==> src/hdl/xlc_pkg.sv <==
package xlc_pkg;
  localparam int ADDR_W = 8;
  localparam int DATA_W = 8;
  localparam int CODE_W = 10;
  localparam int HI_W   = 2;
  localparam int LVL_W  = 3;
  localparam int BANK_N = 8;
  localparam int CAP_W  = 15;

  // Register numbers
  localparam logic [7:0] REG_IN_BIAS  = 8'h1D;
  localparam logic [7:0] REG_IN_MODE  = 8'h32;
  localparam logic [7:0] REG_PLL1_CP  = 8'h39;
  localparam logic [7:0] REG_PLL2_CP  = 8'h48;
  localparam logic [7:0] REG_XO_CTRL  = 8'h56;
  localparam logic [7:0] REG_BANK_LO  = 8'h58;
  localparam logic [7:0] REG_BANK_HI  = 8'h67;
  localparam logic [7:0] REG_LIVE_HI  = 8'h68;
  localparam logic [7:0] REG_LIVE_LO  = 8'h69;
  localparam logic [7:0] REG_STAT_LO  = 8'hF0;
  localparam logic [7:0] REG_STAT_HI  = 8'hF1;

  // Field positions
  localparam int SEC_BIAS_BIT = 1;
  localparam int SEC_XO_BIT   = 7;
  localparam int SEC_DIFF_BIT = 6;
  localparam int DBL_BIT      = 4;
  localparam int SRC_HI_BIT   = 3;
  localparam int SRC_LO_BIT   = 2;
  localparam int STAT_PIN_BIT = 7;
  localparam int STAT_LIV_BIT = 6;

  localparam logic [7:0] RST_BYTE = 8'h00;

  // Load source select, value of the two control bits; bank entry used on override
  localparam logic [1:0] SRC_PIN_OVR_BANK = 2'h0;
  localparam logic [1:0] SRC_PIN_ONLY     = 2'h1;
  localparam logic [1:0] SRC_PIN_OVR_LIVE = 2'h2;
  localparam logic [1:0] SRC_RESERVED     = 2'h3;
  localparam logic [2:0] OVR_ENTRY        = 3'h3;

  // Capacitance scale, femtofarads
  localparam logic [14:0] CAP_MIN_FF   = 15'h36B0;
  localparam logic [14:0] CAP_MAX_FF   = 15'h5DC0;
  localparam logic [14:0] CAP_STEP_FF  = 15'h000E;
  localparam int          LSB_DELTA_FF = 20;

  // Level pin scale, millivolts
  localparam int PIN_FS_MV   = 1800;
  localparam int PIN_STEP_MV = 200;
  localparam int PIN_LEVELS  = 8;
endpackage

==> src/hdl/xlc_top.sv <==
// Our own choices: the strobed register port and the register addresses.
`timescale 1ns/1ps
`default_nettype none
module xlc_top
  import xlc_pkg::*;
(
  // Clock, reset, enable
  input  wire logic              ref_clk_in,
  input  wire logic              sys_rst_in,
  input  wire logic              ce_in,
  // Register port
  input  wire logic [ADDR_W-1:0] addr_in,
  input  wire logic [DATA_W-1:0] wr_data_in,
  input  wire logic              wr_in,
  input  wire logic              rd_in,
  output logic      [DATA_W-1:0] rd_data_out,
  // Margining pins
  input  wire logic [LVL_W-1:0]  level_margin_pin_in,
  input  wire logic              margin_override_pin_in,
  // Analog controls
  output logic                   xo_enable_out,
  output logic                   pri_doubler_en_out,
  output logic                   sec_doubler_en_out,
  output logic      [CODE_W-1:0] load_cap_code_out,
  output logic      [CAP_W-1:0]  load_cap_ff_out,
  output logic                   margin_active_out
);
  // Configuration bytes
  logic [7:0] bias_q, bias_d;
  logic [7:0] imode_q, imode_d;
  logic [7:0] cp1_q, cp1_d;
  logic [7:0] cp2_q, cp2_d;
  logic [7:0] xoc_q, xoc_d;
  // Staged pairs
  logic [HI_W-1:0]   live_hi_q, live_hi_d;
  logic [CODE_W-1:0] live_code_q, live_code_d;
  logic [HI_W-1:0]   bank_hi_q, bank_hi_d;
  // Read pipeline
  logic [7:0] rd_q, rd_d;
  logic       bank_rd_q, bank_rd_d;
  logic       odd_q, odd_d;
  // Source pipeline
  logic              sel_live_q, sel_live_d;
  logic              sel_pin_q, sel_pin_d;
  logic [CODE_W-1:0] code_q, code_d;
  logic [CAP_W-1:0]  cap_q, cap_d;
  logic              pin_q, pin_d;
  logic              xo_q, xo_d;
  logic              dbl1_q, dbl1_d;
  logic              dbl2_q, dbl2_d;

  logic [1:0]        src;
  logic [7:0]        bank_off;
  logic              bank_hit;
  logic              bank_we;
  logic [LVL_W-1:0]  pin_addr;
  logic [CODE_W-1:0] mem_a;
  logic [CODE_W-1:0] mem_b;
  logic [CAP_W-1:0]  cap_raw;

  assign src      = {xoc_q[SRC_HI_BIT], xoc_q[SRC_LO_BIT]};
  assign bank_off = addr_in - REG_BANK_LO;
  assign bank_hit = (addr_in >= REG_BANK_LO) && (addr_in <= REG_BANK_HI);
  // Bank pair commits on its odd (second) register only
  assign bank_we  = wr_in && bank_hit && bank_off[0];

  // Register writes
  always_comb begin
    bias_d      = bias_q;
    imode_d     = imode_q;
    cp1_d       = cp1_q;
    cp2_d       = cp2_q;
    xoc_d       = xoc_q;
    live_hi_d   = live_hi_q;
    live_code_d = live_code_q;
    bank_hi_d   = bank_hi_q;
    if (wr_in) begin
      unique case (addr_in)
        REG_IN_BIAS: bias_d  = wr_data_in;
        REG_IN_MODE: imode_d = wr_data_in;
        REG_PLL1_CP: cp1_d   = wr_data_in;
        REG_PLL2_CP: cp2_d   = wr_data_in;
        REG_XO_CTRL: xoc_d   = wr_data_in;
        // First write only stages; host orders the pair
        REG_LIVE_HI: live_hi_d = wr_data_in[HI_W-1:0];
        REG_LIVE_LO: live_code_d = {live_hi_q, wr_data_in};
        default: begin
          if (bank_hit && !bank_off[0]) begin
            bank_hi_d = wr_data_in[HI_W-1:0];
          end
        end
      endcase
    end
  end

  always_ff @(posedge ref_clk_in) begin
    if (sys_rst_in) begin
      bias_q      <= RST_BYTE;
      imode_q     <= RST_BYTE;
      cp1_q       <= RST_BYTE;
      cp2_q       <= RST_BYTE;
      xoc_q       <= RST_BYTE;
      live_hi_q   <= '0;
      live_code_q <= '0;
      bank_hi_q   <= '0;
    end else if (ce_in) begin
      bias_q      <= bias_d;
      imode_q     <= imode_d;
      cp1_q       <= cp1_d;
      cp2_q       <= cp2_d;
      xoc_q       <= xoc_d;
      live_hi_q   <= live_hi_d;
      live_code_q <= live_code_d;
      bank_hi_q   <= bank_hi_d;
    end
  end

  // Register reads
  always_comb begin
    rd_d      = '0;
    bank_rd_d = 1'b0;
    odd_d     = bank_off[0];
    if (rd_in) begin
      unique case (addr_in)
        REG_IN_BIAS: rd_d = bias_q;
        REG_IN_MODE: rd_d = imode_q;
        REG_PLL1_CP: rd_d = cp1_q;
        REG_PLL2_CP: rd_d = cp2_q;
        REG_XO_CTRL: rd_d = xoc_q;
        REG_LIVE_HI: rd_d = {{(8-HI_W){1'b0}}, live_hi_q};
        REG_LIVE_LO: rd_d = live_code_q[7:0];
        REG_STAT_LO: rd_d = code_q[7:0];
        REG_STAT_HI: begin
          rd_d = {{(8-HI_W){1'b0}}, code_q[CODE_W-1:8]};
          rd_d[STAT_PIN_BIT] = pin_q;
          rd_d[STAT_LIV_BIT] = sel_live_q;
        end
        default: bank_rd_d = bank_hit;
      endcase
    end
  end

  always_ff @(posedge ref_clk_in) begin
    if (sys_rst_in) begin
      rd_q      <= '0;
      bank_rd_q <= 1'b0;
      odd_q     <= 1'b0;
    end else if (ce_in) begin
      rd_q      <= rd_d;
      bank_rd_q <= bank_rd_d;
      odd_q     <= odd_d;
    end
  end

  // Bank entry read back straight from the memory's output register
  assign rd_data_out = !bank_rd_q ? rd_q :
                       odd_q ? mem_b[7:0] :
                       {{(8-HI_W){1'b0}}, mem_b[CODE_W-1:8]};

  // Level input arrives already resolved to one of eight settings
  assign pin_addr = sel_pin_d ? level_margin_pin_in : OVR_ENTRY;

  xlc_bank_mem #(
    .W (CODE_W),
    .N (BANK_N),
    .A (LVL_W)
  ) u_bank (
    .clk_in     (ref_clk_in),
    .rst_in     (sys_rst_in),
    .ce_in      (ce_in),
    .we_in      (bank_we),
    .waddr_in   (bank_off[3:1]),
    .wdata_in   ({bank_hi_q, wr_data_in}),
    .a_addr_in  (pin_addr),
    .a_data_out (mem_a),
    .b_addr_in  (bank_off[3:1]),
    .b_data_out (mem_b)
  );

  // Source select and capacitance scaling
  always_comb begin
    sel_pin_d  = 1'b0;
    sel_live_d = 1'b0;
    unique case (src)
      SRC_PIN_ONLY:     sel_pin_d = 1'b1;
      SRC_PIN_OVR_BANK: sel_pin_d = !margin_override_pin_in;
      SRC_PIN_OVR_LIVE: begin
        sel_pin_d  = !margin_override_pin_in;
        sel_live_d = margin_override_pin_in;
      end
      // Undefined combination falls back to the live pair
      SRC_RESERVED: sel_live_d = 1'b1;
    endcase
    pin_d   = sel_pin_q;
    code_d  = sel_live_q ? live_code_q : mem_a;
    // Code LSB is 14 fF (CAP_STEP_FF), not the nominal 0.02 pF step
    cap_raw = CAP_MIN_FF + CAP_W'(code_d) * CAP_STEP_FF;
    cap_d   = (cap_raw > CAP_MAX_FF) ? CAP_MAX_FF : cap_raw;
    xo_d    = imode_q[SEC_XO_BIT] && !imode_q[SEC_DIFF_BIT] &&
              bias_q[SEC_BIAS_BIT];
    dbl1_d  = cp1_q[DBL_BIT];
    dbl2_d  = cp2_q[DBL_BIT];
  end

  always_ff @(posedge ref_clk_in) begin
    if (sys_rst_in) begin
      sel_pin_q  <= 1'b0;
      sel_live_q <= 1'b0;
      pin_q      <= 1'b0;
      code_q     <= '0;
      cap_q      <= CAP_MIN_FF;
      xo_q       <= 1'b0;
      dbl1_q     <= 1'b0;
      dbl2_q     <= 1'b0;
    end else if (ce_in) begin
      sel_pin_q  <= sel_pin_d;
      sel_live_q <= sel_live_d;
      pin_q      <= pin_d;
      code_q     <= code_d;
      cap_q      <= cap_d;
      xo_q       <= xo_d;
      dbl1_q     <= dbl1_d;
      dbl2_q     <= dbl2_d;
    end
  end

  assign xo_enable_out      = xo_q;
  assign pri_doubler_en_out = dbl1_q;
  assign sec_doubler_en_out = dbl2_q;
  assign load_cap_code_out  = code_q;
  assign load_cap_ff_out    = cap_q;
  assign margin_active_out  = pin_q;

  xo_enable_a: assert property (
    @(posedge ref_clk_in) disable iff (sys_rst_in)
    ce_in |=> xo_enable_out == ($past(imode_q[SEC_XO_BIT]) &&
              !$past(imode_q[SEC_DIFF_BIT]) && $past(bias_q[SEC_BIAS_BIT])))
    else $error("crystal enable does not match config bits");

  cap_scale_a: assert property (
    @(posedge ref_clk_in) disable iff (sys_rst_in)
    (load_cap_ff_out >= CAP_MIN_FF) && (load_cap_ff_out <= CAP_MAX_FF) &&
    (load_cap_ff_out == CAP_MAX_FF ||
     load_cap_ff_out == CAP_MIN_FF + CAP_W'(load_cap_code_out) * CAP_STEP_FF))
    else $error("capacitance out of span or off scale");

  pin_only_a: assert property (
    @(posedge ref_clk_in) disable iff (sys_rst_in)
    (ce_in && src == SRC_PIN_ONLY) ##1 ce_in |=> margin_active_out)
    else $error("pin-only source not margining");

  ovr_bank_a: assert property (
    @(posedge ref_clk_in) disable iff (sys_rst_in)
    (ce_in && src == SRC_PIN_OVR_BANK && margin_override_pin_in) |->
      pin_addr == OVR_ENTRY ##1 (!sel_live_q && !sel_pin_q))
    else $error("override did not select bank pair");

  ovr_live_a: assert property (
    @(posedge ref_clk_in) disable iff (sys_rst_in)
    (ce_in && src == SRC_PIN_OVR_LIVE && margin_override_pin_in) ##1 ce_in
      |=> load_cap_code_out == $past(live_code_q) && !margin_active_out)
    else $error("override did not select live pair");

  level_sel_a: assert property (
    @(posedge ref_clk_in) disable iff (sys_rst_in)
    (ce_in && sel_pin_d) ##1 (ce_in && !sel_live_q)
      |=> load_cap_code_out == $past(mem_a))
    else $error("level setting not applied");

  level_addr_a: assert property (
    @(posedge ref_clk_in) disable iff (sys_rst_in)
    (ce_in && sel_pin_d) ##1 (ce_in && !sel_live_q) |=>
      load_cap_code_out == $past(u_bank.mem_q[level_margin_pin_in], 2))
    else $error("level pin not addressing bank");

  first_hold_a: assert property (
    @(posedge ref_clk_in) disable iff (sys_rst_in)
    (ce_in && wr_in && addr_in == REG_LIVE_HI) |=> $stable(live_code_q))
    else $error("first register write changed live code");

  pair_commit_a: assert property (
    @(posedge ref_clk_in) disable iff (sys_rst_in)
    (ce_in && wr_in && addr_in == REG_LIVE_LO) |=>
      live_code_q == {$past(live_hi_q), $past(wr_data_in)})
    else $error("second register write did not commit pair");

  doubler_a: assert property (
    @(posedge ref_clk_in) disable iff (sys_rst_in)
    ce_in |=> pri_doubler_en_out == $past(cp1_q[DBL_BIT]) &&
              sec_doubler_en_out == $past(cp2_q[DBL_BIT]))
    else $error("doubler enable does not match register");

  pin_follow_a: assert property (
    @(posedge ref_clk_in) disable iff (sys_rst_in)
    (ce_in && src == SRC_PIN_OVR_BANK && !margin_override_pin_in) ##1 ce_in
      |=> margin_active_out)
    else $error("low override did not keep pin margining");

  live_pin_a: assert property (
    @(posedge ref_clk_in) disable iff (sys_rst_in)
    (ce_in && src == SRC_PIN_OVR_LIVE && !margin_override_pin_in) ##1 ce_in
      |=> margin_active_out)
    else $error("low override did not keep pin margining");

  bank_commit_a: assert property (
    @(posedge ref_clk_in) disable iff (sys_rst_in)
    (ce_in && bank_we) |=> u_bank.mem_q[$past(bank_off[3:1])] ==
      {$past(bank_hi_q), $past(wr_data_in)})
    else $error("bank pair not committed on second write");
endmodule
`default_nettype wire

==> src/hdl/xlc_bank_mem.sv <==
`timescale 1ns/1ps
`default_nettype none
module xlc_bank_mem #(
  parameter int W = 10,
  parameter int N = 8,
  parameter int A = 3
) (
  // Clock and control
  input  wire logic         clk_in,
  input  wire logic         rst_in,
  input  wire logic         ce_in,
  // Write port
  input  wire logic         we_in,
  input  wire logic [A-1:0] waddr_in,
  input  wire logic [W-1:0] wdata_in,
  // Read ports
  input  wire logic [A-1:0] a_addr_in,
  output logic      [W-1:0] a_data_out,
  input  wire logic [A-1:0] b_addr_in,
  output logic      [W-1:0] b_data_out
);
  logic [W-1:0] mem_q [N];
  logic [W-1:0] a_d;
  logic [W-1:0] b_d;

  always_comb begin
    a_d = mem_q[a_addr_in];
    b_d = mem_q[b_addr_in];
  end

  always_ff @(posedge clk_in) begin
    if (rst_in) begin
      for (int i = 0; i < N; i++) begin
        mem_q[i] <= '0;
      end
      a_data_out <= '0;
      b_data_out <= '0;
    end else if (ce_in) begin
      if (we_in) begin
        mem_q[waddr_in] <= wdata_in;
      end
      a_data_out <= a_d;
      b_data_out <= b_d;
    end
  end
endmodule
`default_nettype wire

==> config.mk <==
export PLATFORM = sky130hd
export DESIGN_NAME = xlc_top
export DESIGN_NICKNAME = d
export VERILOG_FILES = /design/src/hdl/xlc_pkg.sv /design/src/hdl/xlc_top.sv /design/src/hdl/xlc_bank_mem.sv
export SDC_FILE = /design/constraint.sdc
export NUM_CORES = 1
export LEC_CHECK = 0
export BUFFER_PORTS_ARGS = -buffer_cell sky130_fd_sc_hd__buf_2
export CORE_MARGIN = 2
export CORE_UTILIZATION = 43
export DETAILED_ROUTE_END_ITERATION = 8
export SYNTH_ARGS = -nofsm -noshare
export SYNTH_HDL_FRONTEND = slang
export SYNTH_SLANG_ARGS = --single-unit
==> constraint.sdc <==
create_clock -name ref_clk_in -period 4.7 [get_ports ref_clk_in]
set_input_delay 0.705 -clock ref_clk_in [delete_from_list [all_inputs] [get_ports ref_clk_in]]
set_output_delay 0.705 -clock ref_clk_in [all_outputs]
set_load 0.03 [all_outputs]
# Yosys cells after proc, flatten, opt, wreduce, memory -nomap -nowiden
# Memories as Yosys holds them, arrays and structs flattened. A register that Yosys moved wholly into a read port is not among the register bits.
# Cells that the tools add are included.
# word_totals
reg_bits	95
latchBits	0
mem_bits_rw	80
mem_bits_ro	0
inputBits	25
output_inout_bits	37
wordCells	81
n_memories	1
# op_classes
addsub	2
multipliers	1
n_div	0
n_lt_le_gt_ge	3
n_eq_ne	12
shift	0
muxes	20
n_bitwise	1
reduce_logical	22
# memory_table
name	words	width	rd	rd_ports_with_merged_regs	write_ports	line_no	source
u_bank.mem_q	8	10	2	2	8	xlc_bank_mem.sv:22	logic [W-1:0] mem_q [N];
# ops
operator	n
8-bit case mux with 9 select lines	1
8-bit by 7-bit == test with 1-bit output, second input constant	4
8-bit 2-to-1 mux	3
3-bit AND reduction	7
10-bit 2-to-1 mux	2
8-bit by 6-bit == test with 1-bit output, second input constant	2
8-bit == test, second input constant	2
14-bit by 14-bit adder with 15-bit output, first input constant	1
15-bit > comparator, second input constant	1
15-bit 2-to-1 mux	1
10-bit by 3-bit multiplier with 13-bit output, second input constant	1
10-bit OR reduction	1
1-bit 2-to-1 mux	9
9-bit OR reduction	1
8-bit by 5-bit == test with 1-bit output, second input constant	1
8-bit by 7-bit greater-or-equal comparator with 1-bit output, second input constant	1
8-bit by 7-bit less-or-equal comparator with 1-bit output, second input constant	1
7-bit OR reduction	1
1-bit logical AND	6
3-bit 2-to-1 mux	2
2-bit == test, second input constant	2
1-bit case mux with 2 select lines	2
4-bit AND reduction	1
4-bit subtractor, second input constant	1
other kinds (5)	7

# Depth between registers and ports, before layout
# Gate-level depths: netlist of run 1.
# depth
word_depth	10
ltp_mapped	14
depth_no_buf	12

# Hierarchy
# Synthesis of run 1 repeated with hierarchy kept, for this count alone.
# unflattened
hier_cells	982
area_unflattened_um2	10400.0
# modules_own_cells
module	instances	cells_per_inst	area_per_inst_um2	seq_area_each_um2
xlc_top	1	583	5255.0	1881.8
xlc_bank_mem	1	399	5144.9	2802.7

# Least setup slack after synthesis of run 1
# OpenSTA, ideal clock, no wires.
# synth_timing
path_kind	register to register
start	register sel_live_q
end	register cap_q[1], in the netlist load_cap_ff_out[1]
setup_time_ps	116
arrival_time_ps	4024
t_required_ps	4584
setup_slack_ps	560
path_stages_with_launch	14
path_buffers	1
synth_period_minus_slack_ps	4140
cell_sequence	dfxtp_1 > buf_1 > mux2i_1 > inv_1 > fa_1 > ha_1 > fa_1 > a211oi_1 > o21ai_1 > and3b_1 > or4_4 > a21boi_4 > o211ai_4 > a41o_1
# synth_via
elab_chain_len	5
# synth_lines
element	line_no	source
start, declared	xlc_top.sv:43	logic sel_live_q, sel_live_d;
start signal, assigned	xlc_top.sv:217	sel_live_q <= sel_live_d;
10-bit 2-to-1 mux	xlc_top.sv:195	code_d = sel_live_q ? live_code_q : mem_a;
via code_d[1]	xlc_top.sv:45	logic [CODE_W-1:0] code_q, code_d;
10-bit by 3-bit multiplier with 13-bit output	xlc_top.sv:197	cap_raw = CAP_MIN_FF + CAP_W'(code_d) * CAP_STEP_FF;
14-bit by 14-bit adder with 15-bit output	xlc_top.sv:197	
15-bit > comparator	xlc_top.sv:198	cap_d = (cap_raw > CAP_MAX_FF) ? CAP_MAX_FF : cap_raw;
15-bit 2-to-1 mux	xlc_top.sv:198	
end signal, assigned	xlc_top.sv:220	cap_q <= cap_d;
end, declared	xlc_top.sv:46	logic [CAP_W-1:0] cap_q, cap_d;
# The timed path passes the listed nets, and every way through them passes these cells.
# A chain may end at the register's enable or synchronous reset.

# Worst setup path after layout of run 1
# layout_timing
start	register sel_live_q
end	register cap_q[3], in the netlist load_cap_ff_out[3]
# layout_via
elab_chain_len	5
# layout_lines
element	line_no
10-bit 2-to-1 mux *	xlc_top.sv:195
via code_d[1]	xlc_top.sv:45
10-bit by 3-bit multiplier with 13-bit output *	xlc_top.sv:197
14-bit by 14-bit adder with 15-bit output *	xlc_top.sv:197
15-bit > comparator	xlc_top.sv:198
15-bit 2-to-1 mux *	xlc_top.sv:198
# The timed path passes the listed nets; every way through them passes the cells marked *.

==> results of run 1 <==
==> worst paths after layout <==
check                                         end  depth (start not counted)  slack, ns
setup / recovery  load_cap_ff_out[3]$_SDFFE_PP0P_                         12       0.30
hold / removal        live_code_q[9]$_SDFFE_PP0P_                          2       0.45
setup reg to reg  load_cap_ff_out[3]$_SDFFE_PP0P_                         12       0.30
hold reg to reg       live_code_q[9]$_SDFFE_PP0P_                          2       0.45
==> metal layers <==
| metal | track usage [%] | vias to the layer above | wire length [um] |
|---|---|---|---|
| li1 | - | 3550 | - |
| met1 | 32.18 | 3684 | 12740 |
| met2 | 38.45 | 214 | 13570 |
| met3 | 3.449 | 34 | 1328 |
| met4 | 6.778 | 0 | 550 |
| met5 | 0 | - | 0 |
==> cell families after synthesis <==
family	synth area share [%]
AOI/OAI and AO/OA	14.59
and+or+nand+nor	17.10
DFF	45.97
xor gates and xnor gates	0.9209
buffers and inverters	3.008
adders and majority gates	3.684
muxes	14.69
other	0.03680
==> flip-flops by register name, summed over array words and instances (netlist names), 8 cells and up <==
register	flops
live_code_q	10
u_bank.b_data_out	10
load_cap_ff_out	14
imode_q	8
load_cap_code_out	10
xoc_q	8
rd_q	8
u_bank.a_data_out	10
bias_q	8
cp2_q	8
u_bank.mem_q	80
cp1_q	8
==> Yosys cell counts (4+ instances only) <==
| library cell | number |
|---|---|
| nor2_1 | 119 |
| dfxtp_1 | 114 |
| and2_1 | 81 |
| edfxtp_1 | 80 |
| mux2i_1 | 73 |
| nand2_1 | 62 |
| clkbuf_1 | 45 |
| mux4_2 | 31 |
| a21oi_1 | 28 |
| o21ai_0 | 23 |
| nor3_1 | 21 |
| a211oi_1 | 20 |
| inv_1 | 17 |
| a22oi_1 | 14 |
| ha_1 | 14 |
| a222oi_1 | 12 |
| nand2b_1 | 11 |
| fa_1 | 10 |
| o211ai_1 | 9 |
| a22o_1 | 8 |
| a41o_1 | 8 |
| buf_1 | 8 |
| a21o_1 | 6 |
| mux2_2 | 6 |
| a221oi_1 | 5 |
| a31o_2 | 5 |
| buf_2 | 5 |
| nand3_1 | 5 |
| nor2b_1 | 5 |
| a211oi_2 | 4 |
| and3_1 | 4 |
| xnor2_1 | 4 |
==> worst max-delay path, delay by kind of cell, from the launching register on <==
kind / cells / cell delay (ns)
AO/OA/AOI/OAI: 5 / 1.12
adder cells (fa/ha/maj): 3 / 1.19
buffers and inverters: 1 / 0.16
flip-flops: 1 / 0.68
multiplexers: 1 / 0.37
AND/OR/NAND/NOR: 2 / 0.78
==> layout make-up <==
class	instances	area [um2]	area share, %
multi-input cells	663	5205	45.54
flip-flops and latches	194	4684	40.99
repair buffers	83	475.5	4.160
clock buffers	17	425.4	3.722
well taps	319	399.1	3.492
clock inverters	15	172.7	1.511
inverters	17	63.81	0.5584
diodes	1	2.502	0.02190
==> stage by stage <==
step                power (mW)  hold WS, ns  std cells  util, %  instance area [um2]
floorplan                2.552       0.4329        934        -                10190
global placement         2.759       0.4506       1276    46.24                10820
detailed placement       2.768       0.4443       1276    46.24                10820
CTS                      4.233       0.4565       1308    48.80                11420
global route             4.382       0.4748       1308    48.82                11430
finish                   4.211       0.4547       1309    48.83                11430
==> power by group through the flow <==
stage               registers [mW]  clock network [mW]  logic, mW
floorplan                     1.95                   0      0.601
global placement              1.91                   0      0.847
detailed placement            1.91                   0      0.855
CTS                           1.88                1.50      0.858
global route                  1.88                1.56      0.937
finish                        1.88                1.47      0.863
==> results.json, run 1 <==
{
  "clock_path_buffers": 2,
  "synth_seq_cells": 194,
  "synth_ff_type": "dfxtp_1",
  "p_switching_mw": 1.310,
  "skew_ns": 0.01410,
  "io_pins": 62,
  "grt.total_usage_pct": 23.38,
  "drtIter0Drc": 727,
  "dpl_worst_slack_ns": 0.2922,
  "vias_per_cell": 5.716,
  "first_global_vias": 7245,
  "rr_startpoint": "sel_live_q$_SDFFE_PP0P_",
  "synth_area_um2": 10190,
  "wl_per_cell_um": 21.53,
  "detail_route.drc_violations": 0,
  "die_w_um": 157.9,
  "clock.fmax_ghz": 0.2272,
  "setup_violations": 0,
  "cp-start-kind": "register",
  "vdd_drop_max_v": 0.0002211,
  "port_buffers": 60,
  "period_needed_ns": 4.401,
  "rsz0062_at_grt": "false",
  "cts_hold_buf": 0,
  "first_pass_iters": 5,
  "area_growth_pct": 12.16,
  "synth-warning-count": 0,
  "timing.setup.tns_ns": 0,
  "ys_async_sr_fraction_pct": 0,
  "grt_pass1_wl_mm": 43.17,
  "outcome": "complete, no violations",
  "setup_ws_ns": 0.2990,
  "core_um2": 23400,
  "critPathArrivalTime_ns": 4.74,
  "num-nets-final": 1025,
  "die-area_um2": 24950,
  "crit_top_cell": "fa_1",
  "slowest_stage": "dfxtp_1",
  "clk_pin_slew_worst_paths_ns": 0.08,
  "slew_headroom_pct": 36.77,
  "placementRows": 56,
  "swShare_pct": 31.10,
  "numCtsBuffers": 17,
  "antenna_found_initial": 0,
  "path_cells": "mux2i_1 > inv_1 > fa_1 > ha_1 > fa_1 > a211oi_1 > o21ai_1 > and3b_1 > or4_4 > a21boi_4 > o211ai_4 > a41o_1",
  "cts_tree": "yes",
  "endpoint_kind": "register",
  "htree_levels": 4,
  "overflow": 0,
  "worst_ep_required_time_ns": 5.04,
  "synth_top_area_cell": "edfxtp_1",
  "vias": 7482,
  "worst_slew_pin_slew_ns": 0.9485,
  "synth_cell_type_count": 84,
  "min-delay-path-class": "register to register",
  "seq_area_frac_synth_pct": 45.97,
  "drv_cap": 0,
  "gp_congestion": 0.8522,
  "cts-root-buf": "clkbuf_16",
  "power_frac_seq_pct": 44.5,
  "startpoint": "sel_live_q$_SDFFE_PP0P_",
  "netlist_top_cells_area": "edfxtp_1 (24%), dfxtp_1 (22%), mux2i_1 (7.2%), mux4_2 (6.9%), and2_1 (5.0%)",
  "grt_max_degree": 90,
  "p_leak_nw": 4.309,
  "fin_crit_sh_pct": 93.64,
  "synth_nets": 983,
  "cpPeakStageDelay_ns": 0.68,
  "worstHoldStart": "live_code_q[9]$_SDFFE_PP0P_",
  "clock_latency_ns": 0.44,
  "ant_nets": 0,
  "synth_edf_count": 80,
  "cts_setup_buffers": 0,
  "wirelength_mm": 28.19,
  "dp_hpwl_mm": 19.56,
  "final_cell_mix": "nor2_1 (119), dfxtp_1 (114), and2_1 (81)",
  "avgSynthCellArea_um2": 10.91,
  "slew_violations": 0,
  "crit_fanout": 12,
  "dieHeight_um": 157.9,
  "fillers": 2198,
  "pwr-share-clk_pct": 35.0,
  "comb_power_share_pct": 20.5,
  "cts_resized": 0,
  "final_hold_viol_count": 0,
  "start_util_pct": 43.54,
  "drive_above_1_share_pct": 19.31,
  "powerDensity_nw_per_um2": 368.5,
  "path_class": "register to register",
  "syn_inst": 934,
  "clock_sinks": 194,
  "synth_top_area_share_pct": 23.58,
  "final_common_cell": "nor2_1",
  "p_int_mw": 2.901
}
Note: power is estimated with default switching activity, not from simulation.
==> run 2, diff against run 1 <==
CAP_MARGIN = 25   (was default)
CORE_MARGIN = 1.5   (was 2)
clock period = 5.7 ns   (was 4.7 ns; I/O delays follow)
==> results.json, run 2 (synthesis results as in run 1) <==
{
  "outcome": "complete, no violations",
  "wirelength_mm": 28.39,
  "postLayoutCoreUtil_pct": 48.92,
  "first_pass_iters": 8,
  "powerDensity_nw_per_um2": 305.5,
  "slowest_stage": "dfxtp_1",
  "hold_depth": 2,
  "p_leak_nw": 4.289,
  "grt.total_usage_pct": 23.84,
  "die_w_um": 156.9,
  "crit_top_cell": "fa_1",
  "cpPeakStageDelay_ns": 0.68,
  "cts_resized": 0,
  "vdd_drop_max_v": 0.0001865,
  "top_register": "u_bank.mem_q",
  "detail_route.drc_violations": 0,
  "largest_reg_flops": 80,
  "core_um2": 23330,
  "final-seq-area_um2": 4684,
  "die-area_um2": 24630,
  "final_cell_mix": "nor2_1 (119), dfxtp_1 (114), and2_1 (81)",
  "first_global_vias": 7341,
  "final_common_cell": "nor2_1",
  "slew_violations": 0,
  "dp_hpwl_mm": 19.68,
  "start_util_pct": 43.67,
  "grt_pass1_wl_mm": 43.67,
  "setup_violations": 0,
  "placementRows": 56,
  "path_class": "register to register",
  "grt_max_degree": 90,
  "skew_ns": 0.01236,
  "rsz0062_at_grt": "false",
  "clock_latency_ns": 0.44,
  "cts-root-buf": "clkbuf_16",
  "period_needed_ns": 4.382,
  "wl_per_cell_um": 21.77,
  "antenna_found_initial": 0,
  "vias": 7582,
  "p_int_mw": 2.378,
  "pwr-share-clk_pct": 35.3,
  "cts_setup_buffers": 0,
  "num-nets-final": 1021,
  "path_cells": "mux2i_1 > inv_1 > fa_1 > ha_1 > fa_1 > a211oi_1 > o21ai_1 > and3b_1 > or4_4 > a21boi_4 > o211ai_4 > a41o_1",
  "worst_ep_required_time_ns": 6.04,
  "min-delay-path-class": "register to register",
  "cts_tree": "yes",
  "port_buffers": 60,
  "htree_levels": 4,
  "dpl_cell_area_um2": 10780,
  "timing.setup.tns_ns": 0,
  "crit_fanout": 12,
  "drv_cap": 0,
  "critPathArrivalTime_ns": 4.72,
  "final_hold_viol_count": 0,
  "drtIter0Drc": 700,
  "cp-start-kind": "register",
  "cts_hold_buf": 0,
  "final_cells": 1304,
  "ant_nets": 0,
  "reg2reg_depth": 12,
  "slew_headroom_pct": 31.44,
  "dieHeight_um": 156.9,
  "clock_path_buffers": 2,
  "multi_input_area_um2": 5199,
  "swShare_pct": 31.79,
  "gp_congestion": 0.8037,
  "clock.fmax_ghz": 0.2282,
  "biggestRegsByFlops": "u_bank.mem_q: 80 flops, load_cap_ff_out: 14 flops",
  "power_frac_seq_pct": 44.4,
  "area_growth_pct": 12.02,
  "diodes": 0,
  "fin_crit_sh_pct": 76.88,
  "fillers": 2113,
  "numCtsBuffers": 17,
  "dp_cells": 1271,
  "worst_slew_pin_slew_ns": 1.025,
  "clock_sinks": 194,
  "fin_area_um2": 11410,
  "clk_pin_slew_worst_paths_ns": 0.09,
  "drive_above_1_share_pct": 18.88,
  "endpoint_kind": "register",
  "io_pins": 62,
  "vias_per_cell": 5.814,
  "comb_power_share_pct": 20.3,
  "hold_ws_ns": 0.4665,
  "overflow": 0,
  "p_switching_mw": 1.109
}
## run 2: per-stage QoR
stage	setup slack, ns	power [mW]
6_report	1.318	3.487
5_1_grt	1.011	3.624
4_1_cts	1.325	3.504
3_5_place_dp	1.355	2.284
3_3_place_gp	1.397	2.276
2_1_floorplan	1.560	2.104
## run 2: final cells by class
| cell class | count | area share, % |
|---|---|---|
| multi-input cells | 663 | 45.54 |
| clock buffers | 17 | 3.727 |
| clock inverters | 15 | 1.578 |
| flip-flops and latches | 194 | 41.04 |
| repair buffers | 79 | 4.056 |
| well taps | 319 | 3.497 |
| inverters | 17 | 0.5590 |
## run 2: per-layer routing
| layer | global-route usage [%] | vias to the layer above | share of wire [%] |
|---|---|---|---|
| li1 | - | 3545 | - |
| met1 | 32.43 | 3771 | 45 |
| met2 | 39.65 | 231 | 49 |
| met3 | 3.442 | 35 | 4.6 |
| met4 | 6.712 | 0 | 1.7 |
| met5 | 0 | - | 0 |
## run 2: worst paths after layout
| kind | startpoint | end | slack, ns |
|---|---|---|---|
| worst min register to register | rd_q[6]$_SDFFE_PP0P_ | rd_q[6]$_SDFFE_PP0P_ | 0.47 |
| worst max-delay path | sel_live_q$_SDFFE_PP0P_ | load_cap_ff_out[3]$_SDFFE_PP0P_ | 1.32 |
| worst min-delay path | rd_q[6]$_SDFFE_PP0P_ | rd_q[6]$_SDFFE_PP0P_ | 0.47 |
| worst max register to register | sel_live_q$_SDFFE_PP0P_ | load_cap_ff_out[3]$_SDFFE_PP0P_ | 1.32 |
## run 2: power groups by stage
stage	registers, mW	logic [mW]	clock network, mW
6_report	1.55	0.709	1.23
5_1_grt	1.55	0.774	1.30
4_1_cts	1.55	0.709	1.25
3_5_place_dp	1.58	0.706	0
3_3_place_gp	1.58	0.698	0
2_1_floorplan	1.61	0.496	0
## run 2: critical path: cells and delay by family, from the launching register on
kind / cells / cell delay (ns)
fa+ha+maj: 3 / 1.19
compound gates: 5 / 1.11
simple gates: 2 / 0.80
flops: 1 / 0.68
mux: 1 / 0.36
buf+inv: 1 / 0.16
==> run 3, diff against run 2 <==
ABC_AREA = 1   (was default)
clock period = 4.5 ns   (was 5.7 ns; I/O delays follow)
==> results.json, run 3 <==
{
  "rr_startpoint": "sel_live_q$_SDFFE_PP0P_",
  "drtIter0Drc": 919,
  "clock_latency_ns": 0.44,
  "dpl_worst_slack_ns": 0.3290,
  "detail_route.drc_violations": 0,
  "timing.setup.tns_ns": 0,
  "synth_cell_type_count": 42,
  "diodes": 0,
  "placementRows": 55,
  "dp_hpwl_mm": 20.68,
  "power.total_mw": 4.282,
  "area_growth_pct": 11.21,
  "clock_path_buffers": 2,
  "yosysMostFrequentCell": "nand2_1",
  "p_leak_nw": 4.588,
  "startpoint": "sel_live_q$_SDFFE_PP0P_",
  "vdd_drop_max_v": 0.0002192,
  "vias": 8892,
  "die_w_um": 155.7,
  "clock.fmax_ghz": 0.2558,
  "cts_tree": "yes",
  "biggestRegsByFlops": "u_bank.mem_q: 80 flops, load_cap_ff_out: 14 flops",
  "final_common_cell": "nand2_1",
  "gp_congestion": 0.8740,
  "die-area_um2": 24230,
  "htree_levels": 4,
  "rsz0062_at_grt": "false",
  "synth-warning-count": 0,
  "dp_cells": 1614,
  "synth_top_area_cell": "edfxtp_1",
  "first_pass_iters": 6,
  "outcome": "complete, no violations",
  "synth_seq_cells": 194,
  "slew_headroom_pct": 44.48,
  "grt_pass1_wl_mm": 45.46,
  "grt_max_degree": 86,
  "hold_ws_ns": 0.4535,
  "port_buffers": 60,
  "ant_nets": 0,
  "core_um2": 22780,
  "synth_nets": 1341,
  "final_cell_mix": "nand2_1 (216), inv_1 (163), a21oi_1 (157)",
  "setup_ws_ns": 0.5905,
  "worstHoldStart": "cp1_q[2]$_SDFFE_PP0P_",
  "vias_per_cell": 5.402,
  "period_needed_ns": 3.910,
  "syn_inst": 1292,
  "clk_pin_slew_worst_paths_ns": 0.08,
  "overflow": 0,
  "cts_hold_buf": 0,
  "path_class": "register to register",
  "fillers": 2264,
  "seq_area_frac_synth_pct": 46.75,
  "grt.total_usage_pct": 24.37,
  "cp-start-kind": "register",
  "wirelength_mm": 28.97,
  "dieHeight_um": 155.7,
  "drive_above_1_share_pct": 11.63,
  "final_hold_viol_count": 0,
  "drv_cap": 0,
  "start_util_pct": 43.99,
  "setup_violations": 0,
  "netlist_top_cells_count": "nand2_1 (216), inv_1 (164), a21oi_1 (157)",
  "avgSynthCellArea_um2": 7.755,
  "final_cells": 1646,
  "clock_sinks": 194,
  "largest_reg_flops": 80,
  "fin_crit_sh_pct": 86.88,
  "ys_async_sr_fraction_pct": 0,
  "synth_ff_type": "dfxtp_1",
  "top_register": "u_bank.mem_q",
  "worst_ep_required_time_ns": 4.82,
  "synth_top_area_share_pct": 23.98,
  "io_pins": 62,
  "numCtsBuffers": 17,
  "crit_fanout": 15,
  "num-nets-final": 1369,
  "cts-root-buf": "clkbuf_16",
  "critPathArrivalTime_ns": 4.23,
  "endpoint_kind": "register",
  "slew_violations": 0,
  "wl_per_cell_um": 17.60,
  "netlist_top_cells_area": "edfxtp_1 (24%), dfxtp_1 (23%), nand2_1 (8.1%), a21oi_1 (7.8%), o21ai_0 (7.1%)",
  "worst_slew_pin_slew_ns": 0.8328,
  "first_global_vias": 7963,
  "skew_ns": 0.01494,
  "min-delay-path-class": "register to register",
  "synth_edf_count": 80,
  "powerDensity_nw_per_um2": 384.3,
  "synth_area_um2": 10020,
  "antenna_found_initial": 0
}
==> run 3: cell types whose count changed in the layout (fill, tap and decap cells not counted), moves of 14 or more <==
cell,delta
a21oi_1,+129
nand2_1,+154
o22ai_1,+20
mux4_2,-31
inv_1,+146
nand3_1,+52
a22oi_1,-14
mux2i_1,-73
and2_1,-81
o21ai_0,+118
nand2_2,+15
==> run 3: stage by stage <==
stage | area [um2] | utilization (%)
after floorplan | 10020 | -
after detailed placement | 10570 | 46.42
after global routing | 11140 | 48.92
after CTS | 11140 | 48.92
final | 11140 | 48.92
after global placement | 10570 | 46.42
==> run 3: final cells by class <==
cell class | instances | area [um2] | area share [%]
well taps | 313 | 391.6 | 3.514
inverters | 172 | 645.6 | 5.794
clock buffers | 17 | 425.4 | 3.818
flip-flops and latches | 194 | 4684 | 42.04
repair buffers | 80 | 450.4 | 4.042
multi-input cells | 855 | 4402 | 39.50
clock inverters | 15 | 143.9 | 1.291
==> run 3: what timing repair did <==
item	4_1_cts	5_1_grt
resized for setup	0	1
endpoints found under the setup margin	0	3
setup buffers	0	0
==> run 3: final timing paths <==
kind	endpoint	slack [ns]	depth (start not counted)
min	cp1_q[2]$_SDFFE_PP0P_	0.45	2
max	load_cap_ff_out[2]$_SDFFE_PP0P_	0.59	20
min reg2reg	cp1_q[2]$_SDFFE_PP0P_	0.45	2
max reg2reg	load_cap_ff_out[2]$_SDFFE_PP0P_	0.59	20
==> run 3: power breakdown <==
group          internal (mW)  switching (mW)
clock                  0.736           0.762
sequential              1.91          0.0491
combinational          0.259           0.568
==> run 3: kinds of logic after synthesis <==
logic type / count (synthesis) / share of synthesized area, %
compound gates: 382 / 21.29
buf+inv: 243 / 9.341
fa+ha+maj: 24 / 3.746
simple gates: 448 / 18.83
other cells: 1 / 0.03743
flops: 194 / 46.75
==> run 3: per-layer routing <==
layer	GRT usage (%)	wire length (um)	up-vias
li1	-	-	4379
met1	34.43	13260	4166
met2	38.78	13430	309
met3	4.056	1828	38
met4	6.440	447	0
met5	0	0	-
==> run 3: worst max-delay path: stages, from the launching register on <==
cell	delay, ns
dfxtp_1	0.45
inv_1	0.23
o21ai_1	0.45
fa_1	0.50
ha_1	0.23
fa_1	0.43
nand2_1	0.09
nand2_1	0.08
ha_1	0.21
inv_1	0.07
nand3_2	0.12
nand2_4	0.10
nand2_4	0.06
nand3_2	0.08
nand2_1	0.07
nand2_1	0.06
nand2_1	0.07
o21ai_2	0.14
nand2_2	0.19
nand2_2	0.12
a21oi_2	0.05
